===== src/verilog/prio_arbiter_pkg.sv =====
// constants, tables and carrier types of the interrupt priority arbiter
package prio_arbiter_pkg;

    // ******************************************************************
    // register indices (byte address is four times the index)
    // ******************************************************************
    localparam logic [7:0] IDX_PRIO_FIRST   = 8'h48; // pins 0-3
    localparam logic [7:0] IDX_PRIO_SECOND  = 8'h4A; // pins 4-7
    localparam logic [7:0] IDX_PRIO_THIRD   = 8'h4C; // all reserved
    localparam logic [7:0] IDX_PRIO_FOURTH  = 8'h4E; // timer units 0 and 1
    localparam logic [7:0] IDX_PRIO_FIFTH   = 8'h50; // timer unit 2
    localparam logic [7:0] IDX_PRIO_SIXTH   = 8'h52; // serial port
    localparam logic [7:0] IDX_PRIO_SEVENTH = 8'h54; // converter, compare timers
    localparam logic [7:0] IDX_PRIO_EIGHTH  = 8'h56; // byte timers
    localparam logic [7:0] IDX_DETECT_CTRL  = 8'h58; // detect_control_reg
    localparam logic [7:0] IDX_EXT_STATUS   = 8'h5A; // ext_request_status_reg

    // ******************************************************************
    // field positions and reset values
    // ******************************************************************
    localparam int          NMI_LEVEL_BIT   = 15;      // pin level, read only
    localparam int          NMI_EDGE_BIT    = 8;       // nonmask_edge_select
    localparam logic [15:0] PRIO_RESET      = 16'h0000;
    localparam logic [15:0] STATUS_RESET    = 16'h0000;
    // writable bits of each priority register, reserved nibbles read zero
    localparam logic [7:0][15:0] PRIO_WMASK = {
        16'hF000, 16'hF0FF, 16'h000F, 16'hFF00,
        16'hFFFF, 16'h0000, 16'hFFFF, 16'hFFFF};

    // ******************************************************************
    // sources, vectors and levels
    // ******************************************************************
    localparam int          NUM_EXT      = 8;
    localparam int          NUM_PERIPH   = 20;
    localparam int          NUM_SRC      = 28;      // ordered by vector number
    localparam logic [7:0]  NMI_VECTOR   = 8'h0B;   // 11
    localparam logic [4:0]  NMI_LEVEL    = 5'h10;   // 16
    localparam logic [3:0]  NMI_MASK_SET = 4'hF;    // mask level after nmi
    localparam logic [3:0]  LEVEL_MASKED = 4'h0;
    // vector number per source, index 0 is pin 0
    localparam logic [NUM_SRC-1:0][7:0] SRC_VECTOR = {
        8'h99, 8'h98, 8'h94, 8'h90, 8'h8A, 8'h87, 8'h86, 8'h85, 8'h84,
        8'h6C, 8'h69, 8'h68, 8'h64, 8'h61, 8'h60,
        8'h5C, 8'h5B, 8'h5A, 8'h59, 8'h58,
        8'h47, 8'h46, 8'h45, 8'h44, 8'h43, 8'h42, 8'h41, 8'h40};
    // {register 0..7, nibble 0..3} feeding each source's level
    localparam logic [NUM_SRC-1:0][4:0] SRC_FIELD = {
        5'h1F, 5'h1F, 5'h18, 5'h19, 5'h1B, 5'h14, 5'h14, 5'h14, 5'h14,
        5'h12, 5'h13, 5'h13, 5'h0C, 5'h0D, 5'h0D,
        5'h0E, 5'h0F, 5'h0F, 5'h0F, 5'h0F,
        5'h04, 5'h05, 5'h06, 5'h07, 5'h00, 5'h01, 5'h02, 5'h03};

    // ******************************************************************
    // carrier types
    // ******************************************************************
    typedef struct packed {           // on-chip requests, lsb first in rank
        logic byteTimer2Req;
        logic byteTimer1Req;
        logic compareTimer1Req;
        logic compareTimer0Req;
        logic converterDoneReq;
        logic serialTxEndReq;
        logic serialTransmitReq;
        logic serialReceiveReq;
        logic serialErrorReq;
        logic unit2Overflow;
        logic unit2CompareB;
        logic unit2CompareA;
        logic unit1Overflow;
        logic unit1CompareB;
        logic unit1CompareA;
        logic unit0Overflow;
        logic unit0CompareD;
        logic unit0CompareC;
        logic unit0CompareB;
        logic unit0CompareA;
    } periph_req_type;

    typedef struct packed {           // request offered to the core
        logic       valid;
        logic [4:0] level;
        logic [7:0] vector;
        logic [9:0] tableAddr;
    } core_req_type;

    typedef struct packed {           // acceptance reported by the core
        logic       accept;
        logic [7:0] vector;
    } core_accept_type;

    typedef struct packed {           // new core mask level on acceptance
        logic       load;
        logic [3:0] level;
    } core_mask_type;

endpackage : prio_arbiter_pkg


===== src/verilog/priority_arbiter.sv =====
// interrupt priority arbiter: detection, priority registers and ranking
module priority_arbiter
    import prio_arbiter_pkg::*;
(
    input  wire logic            clock,
    input  wire logic            rst_n,
    input  wire logic [9:0]      adr_i,
    input  wire logic [31:0]     dat_i,
    output logic      [31:0]     dat_o,
    input  wire logic            we_i,
    input  wire logic [3:0]      sel_i,
    input  wire logic            cyc_i,
    input  wire logic            stb_i,
    output logic                 ack_o,
    input  wire logic            nmiPin,
    input  wire logic [7:0]      extPin_n,
    input  wire periph_req_type  periphReq,
    output core_req_type         coreReq,
    input  wire core_accept_type coreAccept,
    output core_mask_type        coreMask
);

    // ******************************************************************
    // state
    // ******************************************************************
    typedef struct packed {
        logic [7:0][15:0] prio;        // priority_level_regs
        logic             nmiEdgeSel;  // nonmask_edge_select
        logic [7:0]       senseSel;    // ext_pin_sense_select, index = pin
        logic [7:0]       edgeFlag;    // held edge requests, index = pin
        logic [7:0]       readSeen;    // flag read as one since last write
        logic             nmiPend;     // held nonmaskable request
        logic             armed;       // previous pin samples are valid
        logic             nmiPrev;     // last nonmaskable pin sample
        logic [7:0]       extPrev;     // last external pin samples
        logic             ack;         // bus acknowledge
        logic [31:0]      rdData;      // bus read data
        core_req_type     req;         // offer to the core
        core_mask_type    mask;        // mask load to the core
    } state_type;

    state_type st_r;                   // registered state
    state_type st_nxt;                 // next state

    // ******************************************************************
    // helpers
    // ******************************************************************
    // level of a source picked out of its priority nibble
    function automatic logic [3:0] srcLevel(input logic [7:0][15:0] prio,
                                            input int idx);
        logic [4:0] f;
        f = SRC_FIELD[idx];
        return prio[f[4:2]][f[1:0]*4 +: 4];
    endfunction : srcLevel

    // flags as software sees them, bit 7 holds pin 0
    function automatic logic [7:0] statusView(input logic [7:0] sense,
                                              input logic [7:0] flags,
                                              input logic [7:0] pins_n);
        logic [7:0] v;
        v = '0;
        for (int i = 0; i < NUM_EXT; i++) begin
            // level mode shows the live pin, edge mode the held flag
            v[7-i] = sense[i] ? flags[i] : ~pins_n[i];
        end
        return v;
    endfunction : statusView

    // ******************************************************************
    // combinational next state
    // ******************************************************************
    logic [NUM_SRC-1:0] pend;          // pending per source
    logic [4:0]         bestLvl;       // winning level so far
    logic [7:0]         bestVec;       // winning vector so far
    logic               bestHit;       // any unmasked request
    logic               busReq;        // new bus request this cycle
    logic               nmiEdge;       // selected nonmaskable edge seen
    logic [7:0]         fallEdge;      // falling edges per pin
    logic [7:0]         stView;        // current status register view
    logic [15:0]        wrData;        // low half of the write data
    logic [15:0]        wrMaskd;       // write data merged by byte lanes
    logic [7:0]         regIdx;        // register index of the access
    logic [7:0]         acceptHit;     // pins whose vector was accepted

    always_comb begin
        st_nxt    = st_r;
        pend      = '0;
        bestLvl   = '0;
        bestVec   = '0;
        bestHit   = 1'b0;
        acceptHit = '0;
        regIdx    = adr_i[9:2];
        wrData    = dat_i[15:0];
        busReq    = cyc_i && stb_i && !st_r.ack;
        stView    = statusView(st_r.senseSel, st_r.edgeFlag, extPin_n);

        // pin samples, edges only count once a previous sample exists
        st_nxt.armed   = 1'b1;
        st_nxt.nmiPrev = nmiPin;
        st_nxt.extPrev = extPin_n;
        nmiEdge = st_r.armed && (st_r.nmiEdgeSel ? (!st_r.nmiPrev && nmiPin)
                                                 : (st_r.nmiPrev && !nmiPin));
        fallEdge = st_r.armed ? (st_r.extPrev & ~extPin_n) : 8'h00;

        // byte lane merge of the write data onto the addressed register
        wrMaskd = 16'h0000;
        unique case (regIdx)
            IDX_DETECT_CTRL: wrMaskd = {7'h00, st_r.nmiEdgeSel, 8'h00};
            IDX_EXT_STATUS:  wrMaskd = 16'hFFFF; // untouched lanes keep flags
            default: begin
                if (regIdx >= IDX_PRIO_FIRST && regIdx <= IDX_PRIO_EIGHTH) begin
                    wrMaskd = st_r.prio[3'((regIdx - IDX_PRIO_FIRST) >> 1)];
                end
            end
        endcase
        for (int b = 0; b < 2; b++) begin
            if (sel_i[b]) begin
                wrMaskd[b*8 +: 8] = wrData[b*8 +: 8];
            end
        end

        // ****** acceptance by the core ******
        st_nxt.mask.load = 1'b0;
        if (coreAccept.accept) begin
            st_nxt.mask.load = 1'b1;
            if (coreAccept.vector == NMI_VECTOR) begin
                st_nxt.nmiPend    = 1'b0;
                st_nxt.mask.level = NMI_MASK_SET;
            end else begin
                st_nxt.mask.level = LEVEL_MASKED;
                for (int s = 0; s < NUM_SRC; s++) begin
                    if (coreAccept.vector == SRC_VECTOR[s]) begin
                        st_nxt.mask.level = srcLevel(st_r.prio, s);
                        if (s < NUM_EXT) begin
                            acceptHit[s] = 1'b1;
                        end
                    end
                end
            end
        end

        // ****** register bus ******
        st_nxt.ack = busReq;
        if (busReq && !we_i) begin
            st_nxt.rdData = '0; // unmapped and reserved bits read zero
            unique case (regIdx)
                IDX_DETECT_CTRL: begin
                    st_nxt.rdData[NMI_LEVEL_BIT] = nmiPin;
                    st_nxt.rdData[NMI_EDGE_BIT]  = st_r.nmiEdgeSel;
                    for (int i = 0; i < NUM_EXT; i++) begin
                        st_nxt.rdData[7-i] = st_r.senseSel[i];
                    end
                end
                IDX_EXT_STATUS: begin
                    st_nxt.rdData[7:0] = stView;
                    if (sel_i[0]) begin
                        // remember which edge flags were seen as one
                        for (int i = 0; i < NUM_EXT; i++) begin
                            if (st_r.senseSel[i] && stView[7-i]) begin
                                st_nxt.readSeen[i] = 1'b1;
                            end
                        end
                    end
                end
                default: begin
                    if (regIdx >= IDX_PRIO_FIRST && regIdx <= IDX_PRIO_EIGHTH) begin
                        st_nxt.rdData[15:0] = st_r.prio[3'((regIdx - IDX_PRIO_FIRST) >> 1)];
                    end
                end
            endcase
        end
        if (busReq && we_i) begin
            unique case (regIdx)
                IDX_DETECT_CTRL: begin
                    st_nxt.nmiEdgeSel = wrMaskd[NMI_EDGE_BIT];
                    for (int i = 0; i < NUM_EXT; i++) begin
                        if (sel_i[0]) begin
                            st_nxt.senseSel[i] = wrData[7-i];
                        end
                    end
                end
                IDX_EXT_STATUS: begin
                    for (int i = 0; i < NUM_EXT; i++) begin
                        // a zero clears only a flag read as one before
                        if (sel_i[0] && !wrData[7-i] && st_r.readSeen[i]) begin
                            st_nxt.edgeFlag[i] = 1'b0;
                        end
                    end
                    st_nxt.readSeen = '0;
                end
                default: begin
                    if (regIdx >= IDX_PRIO_FIRST && regIdx <= IDX_PRIO_EIGHTH) begin
                        // reserved nibbles are never stored
                        st_nxt.prio[3'((regIdx - IDX_PRIO_FIRST) >> 1)] = wrMaskd &
                            PRIO_WMASK[3'((regIdx - IDX_PRIO_FIRST) >> 1)];
                    end
                end
            endcase
        end

        // ****** external pin detection ******
        for (int i = 0; i < NUM_EXT; i++) begin
            if (acceptHit[i]) begin
                st_nxt.edgeFlag[i] = 1'b0;
            end
            if (!st_r.senseSel[i]) begin
                // level mode keeps no held state
                st_nxt.edgeFlag[i] = 1'b0;
                st_nxt.readSeen[i] = 1'b0;
            end else if (fallEdge[i]) begin
                st_nxt.edgeFlag[i] = 1'b1; // new edge beats any clear
            end
        end

        // nonmaskable request, a new edge beats the acceptance clear
        if (nmiEdge) begin
            st_nxt.nmiPend = 1'b1;
        end

        // ****** ranking ******
        for (int i = 0; i < NUM_EXT; i++) begin
            pend[i] = st_r.senseSel[i] ? st_r.edgeFlag[i] : !extPin_n[i];
        end
        pend[NUM_SRC-1:NUM_EXT] = periphReq;
        // ascending vector walk, strict compare keeps the earlier on a tie
        for (int s = 0; s < NUM_SRC; s++) begin
            if (pend[s] && srcLevel(st_r.prio, s) != LEVEL_MASKED &&
                {1'b0, srcLevel(st_r.prio, s)} > bestLvl) begin
                bestLvl = {1'b0, srcLevel(st_r.prio, s)};
                bestVec = SRC_VECTOR[s];
                bestHit = 1'b1;
            end
        end
        // nonmaskable wins over everything and ignores any mask
        if (st_r.nmiPend) begin
            bestLvl = NMI_LEVEL;
            bestVec = NMI_VECTOR;
            bestHit = 1'b1;
        end
        st_nxt.req.valid     = bestHit;
        st_nxt.req.level     = bestLvl;
        st_nxt.req.vector    = bestVec;
        st_nxt.req.tableAddr = {bestVec, 2'b00};
        // the request just accepted is not offered again next cycle
        if (coreAccept.accept && bestVec == coreAccept.vector) begin
            st_nxt.req.valid = 1'b0;
        end
    end

    // ******************************************************************
    // registers, synchronous reset
    // ******************************************************************
    always_ff @(posedge clock) begin
        if (!rst_n) begin
            st_r      <= '0; // all priorities zero, sources masked
        end else begin
            st_r      <= st_nxt;
        end
    end

    // ******************************************************************
    // outputs straight from flops
    // ******************************************************************
    assign ack_o    = st_r.ack;
    assign dat_o    = st_r.rdData;
    assign coreReq  = st_r.req;
    assign coreMask = st_r.mask;

endmodule : priority_arbiter


===== config.mk =====
export PLATFORM = sky130hd
export DESIGN_NAME = priority_arbiter
export DESIGN_NICKNAME = d
export VERILOG_FILES = /design/src/verilog/prio_arbiter_pkg.sv /design/src/verilog/priority_arbiter.sv
export SDC_FILE = /design/constraint.sdc
export NUM_CORES = 1
export LEC_CHECK = 0
export ABC_CLOCK_PERIOD_IN_PS = 41800
export CORE_MARGIN = 3
export CORE_UTILIZATION = 30
export CTS_BUF_LIST = sky130_fd_sc_hd__clkbuf_4
export DETAILED_ROUTE_END_ITERATION = 12
export DONT_BUFFER_PORTS = 1
export MAX_ROUTING_LAYER = met4
export PLACE_DENSITY = 0.53
export RECOVER_POWER = 50
export SLEW_MARGIN = 20
export SYNTH_ARGS = -nofsm -noshare
export SYNTH_HDL_FRONTEND = slang
export SYNTH_SLANG_ARGS = --single-unit

===== constraint.sdc =====
create_clock -name clock -period 41.8 [get_ports clock]
set_clock_uncertainty 0.05 [all_clocks]
set_input_delay 2.09 -clock clock [delete_from_list [all_inputs] [get_ports clock]]
set_output_delay 2.09 -clock clock [all_outputs]
set_load 0.03 [all_outputs]

Word-level counts from Yosys, hierarchy flattened
Memories as Yosys holds them, arrays and structs flattened.
Cells that the tools add are included.
{"block": "op_classes", "n_mul": 0, "n_reduce_logical": 178, "add_sub_neg": 1, "n_eq_ne": 32, "shift": 0, "n_lt_le_gt_ge": 32, "n_div": 0, "n_mux": 202, "bitwise_logic": 13}
{"cell": "$mux W8", "n": 36}
{"cell": "$eq A8 B7 Y1 const B", "n": 21}
{"cell": "$mux W5", "n": 28}
{"cell": "$gt A4 B5 Y1", "n": 26}
{"cell": "$bwmux W128", "n": 1}
{"cell": "$mux W4", "n": 31}
{"cell": "$mux W16", "n": 7}
{"cell": "$logic_and A1 B1 Y1", "n": 90}
{"cell": "$mux W1", "n": 90}
{"cell": "$reduce_bool A4 Y1", "n": 19}
{"cell": "$eq A8 B8 Y1 const B", "n": 9}
{"cell": "$mux W72", "n": 1}
{"cell": "$reduce_bool A3 Y1", "n": 24}
{"cell": "$bmux W16 S3", "n": 1}
{"cell": "$demux W16 S3", "n": 1}
{"cell": "$pmux W16 S2", "n": 1}
{"cell": "$reduce_and A3 Y1", "n": 10}
{"cell": "$logic_not A1 Y1", "n": 20}
{"cell": "$reduce_and A2 Y1", "n": 10}
{"cell": "$and A16 B16 Y16", "n": 1}
{"cell": "$pmux W8 S2", "n": 1}
{"cell": "$not A1 Y1", "n": 10}
{"cell": "$and A8 B8 Y8", "n": 1}
{"cell": "$eq A8 B4 Y1 const B", "n": 1}
{"cell": "14 further kinds", "n": 18}
{"block": "word_totals", "latch_bits": 0, "mem_bits_rw": 0, "ff_bits": 202, "input_bits": 89, "elab_cells": 498, "n_memories": 1, "rom_bits": 128}
{"memory": "(no name shown)", "words": 8, "word_bits": 16, "read_ports": 1, "rd_clocked_by_memory_dff": 0, "write_ports": 0, "line_no": "priority_arbiter.sv:195", "text": "PRIO_WMASK[3'((regIdx - IDX_PRIO_FIRST) >> 1)];"}

Longest topological paths before layout
{"block": "logic_depth", "depth_word": 91, "depth_mapped": 222, "depth_no_buf": 216}

Least setup slack after synthesis
Ideal clock, no wire load.
{"block": "synth_path", "path_kind": "input to register", "start": "input extPin_n[0]", "end": "register st_r (netlist bit coreReq[23])", "required_time_ps": 41621, "n_path_buf": 6, "arrival_ps": 39376, "path_slack_ps": 2245, "setup_ps": 129, "stages": 205, "cell_sequence": "mux2i_1 > and2_1 > inv_1 > ha_1 > and4_1 > or3_4 > a211o_1 > buf_6 > mux2_4 > ha_1 > nor2b_1 > o211ai_1 > a211oi_4 > a221oi_2 > or2_2 > ha_1 > nor2b_1 > o211ai_1 > [... 169 more ...] > nand2b_1 > a21oi_1 > nor2_2 > o21a_1 > ha_1 > nor2b_1 > o21ai_0 > nand2b_1 > a21oi_1 > nor2_1 > nor2_1 > nand2_1 > or3_1 > a21oi_1 > o311ai_0 > or4_1 > nor4_1 > a31oi_1"}
{"block": "synth_between", "elab_chain_len": 90, "elab_cells_between_ends": 146}
{"item": "from (decl)", "line_no": "priority_arbiter.sv:16", "text": "input wire logic [7:0] extPin_n,"}
{"item": "$logic_not A1 Y1 (*)", "line_no": "priority_arbiter.sv:222", "text": "pend[i] = st_r.senseSel[i] ? st_r.edgeFlag[i] : !extPin_n[i];"}
{"item": "$mux W1 (*)", "line_no": "priority_arbiter.sv:222"}
{"item": "$logic_and A1 B1 Y1 (*) (2 in series)", "line_no": "priority_arbiter.sv:227", "text": "if (pend[s] && srcLevel(st_r.prio, s) != LEVEL_MASKED &&"}
{"item": "$mux W4", "line_no": "priority_arbiter.sv:227"}
{"item": "$gt A4 B4 Y1", "line_no": "priority_arbiter.sv:228", "text": "{1'b0, srcLevel(st_r.prio, s)} > bestLvl) begin"}
{"item": "$logic_and A1 B1 Y1", "line_no": "priority_arbiter.sv:227"}
{"item": "$mux W4", "line_no": "priority_arbiter.sv:227"}
{"item": "$gt A4 B5 Y1", "line_no": "priority_arbiter.sv:228"}
{"item": "[... 73 more ...]"}
{"item": "$mux W5", "line_no": "priority_arbiter.sv:227"}
{"item": "$gt A4 B5 Y1", "line_no": "priority_arbiter.sv:228"}
{"item": "$logic_and A1 B1 Y1", "line_no": "priority_arbiter.sv:227"}
{"item": "$mux W8", "line_no": "priority_arbiter.sv:227"}
{"item": "$mux W8", "line_no": "priority_arbiter.sv:235", "text": "if (st_r.nmiPend) begin"}
{"item": "$eq A8 B8 Y1", "line_no": "priority_arbiter.sv:245", "text": "if (coreAccept.accept && bestVec == coreAccept.vector) begin"}
{"item": "$logic_and A1 B1 Y1", "line_no": "priority_arbiter.sv:245"}
{"item": "$reduce_or A2 Y1 (no source line)"}
{"item": "to (signal assigned)", "line_no": "priority_arbiter.sv:257", "text": "st_r <= st_nxt;"}
{"item": "to (decl)", "line_no": "priority_arbiter.sv:42", "text": "state_type st_r;"}
Every way passes the cells marked *; elsewhere a longest branch is shown, timed or not.
A chain may end at the register's enable or synchronous reset.

Final worst setup path
Same ends and word-level chain as after synthesis.

==> impl_results.rst <==
.. list-table::
   :header-rows: 1

   * - Metric
     - Value
   * - Run status
     - completed
   * - Ratio of cells with drive above 1 in the final layout
     - 11.8%
   * - Total wirelength of the detailed-routed design
     - between 50,000 and 60,000 um
   * - Total power draw
     - 347 uW
   * - Most frequent cell on the critical path
     - sky130_fd_sc_hd__ha_1
   * - Global-route wire length before repair
     - 82,900 um
   * - DRT Pass-1 Iters
     - 8
   * - Endpoints failing setup
     - 0
   * - CP required
     - 42.32 ns
   * - Register-to-register setup slack
     - 3.10 ns
   * - Critical path capture point type
     - flip-flop
   * - Root Buffer Master
     - sky130_fd_sc_hd__clkbuf_4
   * - Horizontal die dimension
     - 228 um
   * - Max H-tree Level
     - 4
   * - Number of global-route vias before repair
     - 13,200
   * - Predominant post-synthesis flop cell
     - sky130_fd_sc_hd__dfxtp_1
   * - Post-layout net count
     - 2,040
   * - Area of the mapped netlist
     - 0.0148 mm^2
   * - Iteration-0 DRC count of the detailed router
     - ~1,200
   * - Cell count of the worst reg-to-reg path
     - 198
   * - Mean routed wirelength per cell
     - 21.9 um
   * - Detailed Place HPWL
     - roughly 41,000 um
   * - Biggest fanout along the worst timing path
     - 10
   * - Largest net degree at the start of global routing
     - 186
   * - Reg-to-Reg Start
     - st_r[89]$_SDFFE_PN0P_
   * - Max transition margin
     - between 10% and 20%
   * - Hold EP
     - st_r[134]$_SDFFE_PN0P_
   * - Worst Hold Class
     - reg2reg
   * - TritonCTS clock tree
     - built
   * - Data arrival time of the worst path
     - 39.99 ns
   * - Worst setup path start
     - extPin_n[0]
   * - Slew at the pin closest to its max-slew limit
     - 1.28 ns
   * - Total vias in the final route
     - 14,200
   * - Area enclosed by the die boundary
     - 0.0519 mm^2
   * - Cell type of the slowest stage on the worst timing path
     - sky130_fd_sc_hd__or4_1
   * - Slowest Stage Delay on Critical Path
     - ~0.50 ns
   * - Startpoint of the most critical hold path
     - st_r[134]$_SDFFE_PN0P_
   * - Pwr/cell area
     - about 22 mW/mm^2
   * - Final Max Slew Viols
     - 0
   * - Number of flops mapped to enable cells by yosys
     - 0
   * - Kind of start point of the critical path
     - input pin
   * - Worst Hold Path Cells
     - 2
   * - Starting density of the core
     - 30.7%
   * - Synth Register Bits
     - 200
   * - Num CTS Buffers
     - 17
   * - Lkg Pwr
     - 5.73 nW
   * - Residual antenna-violating net count after detailed routing
     - 0
   * - Max Root-Sink Buffers
     - 2
   * - Hold_buf cts
     - 0
   * - Final critical path time including I/O delays and setup
     - 39.47 ns
   * - # rows
     - 80
   * - Final critical-path share of the clock period
     - 94.4%
   * - Area inside the core boundary
     - 0.0481 mm^2
   * - Port Buf Inserts
     - 0
   * - Area Overhead vs Synth
     - 6.86%
   * - Clock input transition at the sequential cells of the worst setup and hold paths
     - 0.20 ns
   * - Synth cell types
     - 113
   * - Overall track demand over capacity in global routing
     - between 20% and 30%
   * - Final weighted congestion in routability-driven placement
     - 0.916
   * - Share of flip-flops with an asynchronous set or reset after synthesis
     - 0%
   * - Mean Syn Cell Area
     - 7.70 um^2
   * - # clock sinks
     - 200
   * - Peak supply drop
     - 18.0 uV
   * - Total I/O pin count
     - 151
   * - Crit Path Category
     - in2reg
   * - Utilization of the core after routing
     - 32.8%
   * - Per-cell via count in the routed design
     - 5.65
   * - Sequential fraction of the synthesis area
     - 27.1%
   * - Insertion delay to the later sink of the worst-skew pair
     - 0.67 ns
   * - R2r endpoint
     - coreReq[23]$_SDFF_PP0_
   * - Final count of hold timing violations
     - 0
   * - F_max
     - 25.3 MHz
   * - Max Cap Viol
     - 0
   * - Residual DRC
     - 0
   * - Antenna violations before repair
     - 2
   * - Die height
     - 228 um
   * - Post-Syn Instances
     - 1,917
   * - Final global-route overflow total
     - 0
   * - Number of warning messages in the yosys log
     - 0
==> what timing repair did <==
item,in CTS,in global routing
endpoints found under the setup margin,1,13
resized for setup,6,57
setup buffers,2,19
pin swaps,1,15
==> synthesized netlist by cell type, types with 32 or more instances <==
cell type / number / area, um^2
sky130_fd_sc_hd__ha_1: 106 / 1330
sky130_fd_sc_hd__a21oi_1: 95 / 475
sky130_fd_sc_hd__o21ai_0: 74 / 370
sky130_fd_sc_hd__nand4_1: 32 / 200
sky130_fd_sc_hd__nand2_1: 344 / 1290
sky130_fd_sc_hd__a21boi_0: 121 / 908
sky130_fd_sc_hd__dfxtp_1: 200 / 4000
sky130_fd_sc_hd__buf_4: 63 / 473
sky130_fd_sc_hd__nor2b_1: 41 / 257
sky130_fd_sc_hd__nor2_1: 100 / 375
sky130_fd_sc_hd__o22ai_1: 74 / 463
sky130_fd_sc_hd__inv_1: 87 / 327
sky130_fd_sc_hd__and3_1: 35 / 219
sky130_fd_sc_hd__clkbuf_1: 83 / 312
==> power breakdown <==
part / internal, mW / leakage, nW / total, mW / switching [mW]
Combinational: 0.00952 / 3.93 / 0.0300 / 0.0204
Sequential: 0.192 / 1.62 / 0.196 / 0.00307
Clock: 0.0362 / 0.179 / 0.122 / 0.0855
==> placed cells by master, fill, tap and decap left out, drive strengths merged, types with 5 or more instances in the layout <==
cell type,instances
a211o,7
a211oi,9
a21boi,122
a21o,10
a21oi,101
a221oi,20
a22o,6
a22oi,12
a31oi,15
and2,33
and3,36
buf,50
clkbuf,20
conb,18
dfxtp,200
ha,106
inv,101
mux2,31
mux2i,29
nand2,344
nand2b,18
nand3,32
nand4,33
nor2,104
nor2b,41
nor3,19
nor3b,9
nor4,27
o2111ai,6
o211ai,16
o21a,16
o21ai,79
o22ai,74
o311ai,5
o41ai,7
or2,12
or3,15
or4,14
==> state kept, by name (all words and copies together) (netlist names), named ones only <==
register	cells
ack_o	1
coreMask	5
coreReq	14
dat_o	16
st_r	156
==> stage by stage <==
stage / TNS [ns] / std cells / hold slack (ns) / setup slack, ns / instance area, um^2
2_1_floorplan: 0 / 1934 / 0.393 / 2.24 / 14800
3_3_place_gp: -0.433 / 2459 / 0.399 / -0.433 / 15000
3_5_place_dp: -1.10 / 2460 / 0.408 / -1.09 / 15000
4_1_cts: 0 / 2494 / 0.429 / 0.00425 / 15400
5_1_grt: -0.129 / 2515 / 0.452 / -0.129 / 15800
6_report: 0 / 2516 / 0.428 / 2.33 / 15800
==> metal layers <==
| layer | wire, um | vias to the layer above | global-route usage (%) |
|---|---|---|---|
| met5 | 0 | - | - |
| met4 | 1070 | 0 | 4.83 |
| met3 | 4900 | 77 | 4.79 |
| met2 | 24600 | 561 | 32.1 |
| met1 | 24600 | 6894 | 28.1 |
| li1 | - | 6692 | - |
==> worst max-delay path by stage <==
stage / endpoint / cells after the start
CTS: coreReq[23]$_SDFF_PP0_ / 205
floorplan: coreReq[23]$_SDFF_PP0_ / 205
finish: coreReq[23]$_SDFF_PP0_ / 198
global route: coreReq[23]$_SDFF_PP0_ / 205
detailed placement: coreReq[23]$_SDFF_PP0_ / 204
global placement: coreReq[23]$_SDFF_PP0_ / 205
==> critical path, delay by kind of cell <==
family                   cells  cell delay, ns
AND/OR/NAND/NOR             72           11.66
AO/OA/AOI/OAI               66           11.83
multiplexers                15            4.72
buffers and inverters       18            2.20
adder cells (fa/ha/maj)     27            7.45
==> final cells by class <==
class                   count  area (um^2)
inverters                  89          334
repair buffers             53          390
well taps                 656          821
clock buffers              17          128
diodes                      2         5.00
clock inverters            15          206
fillers                  5129        32400
flip-flops and latches    200         4000
multi-input cells        1484         9890
==> cell families after synthesis <==
family | synth area share (%)
mux | 5.05
other cells | 0.0254
buf+inv | 8.42
flops | 27.1
xor+xnor | 0.119
simple gates | 25.0
compound gates | 25.3
fa+ha+maj | 8.98
Note: power is estimated with default switching activity, not from simulation.
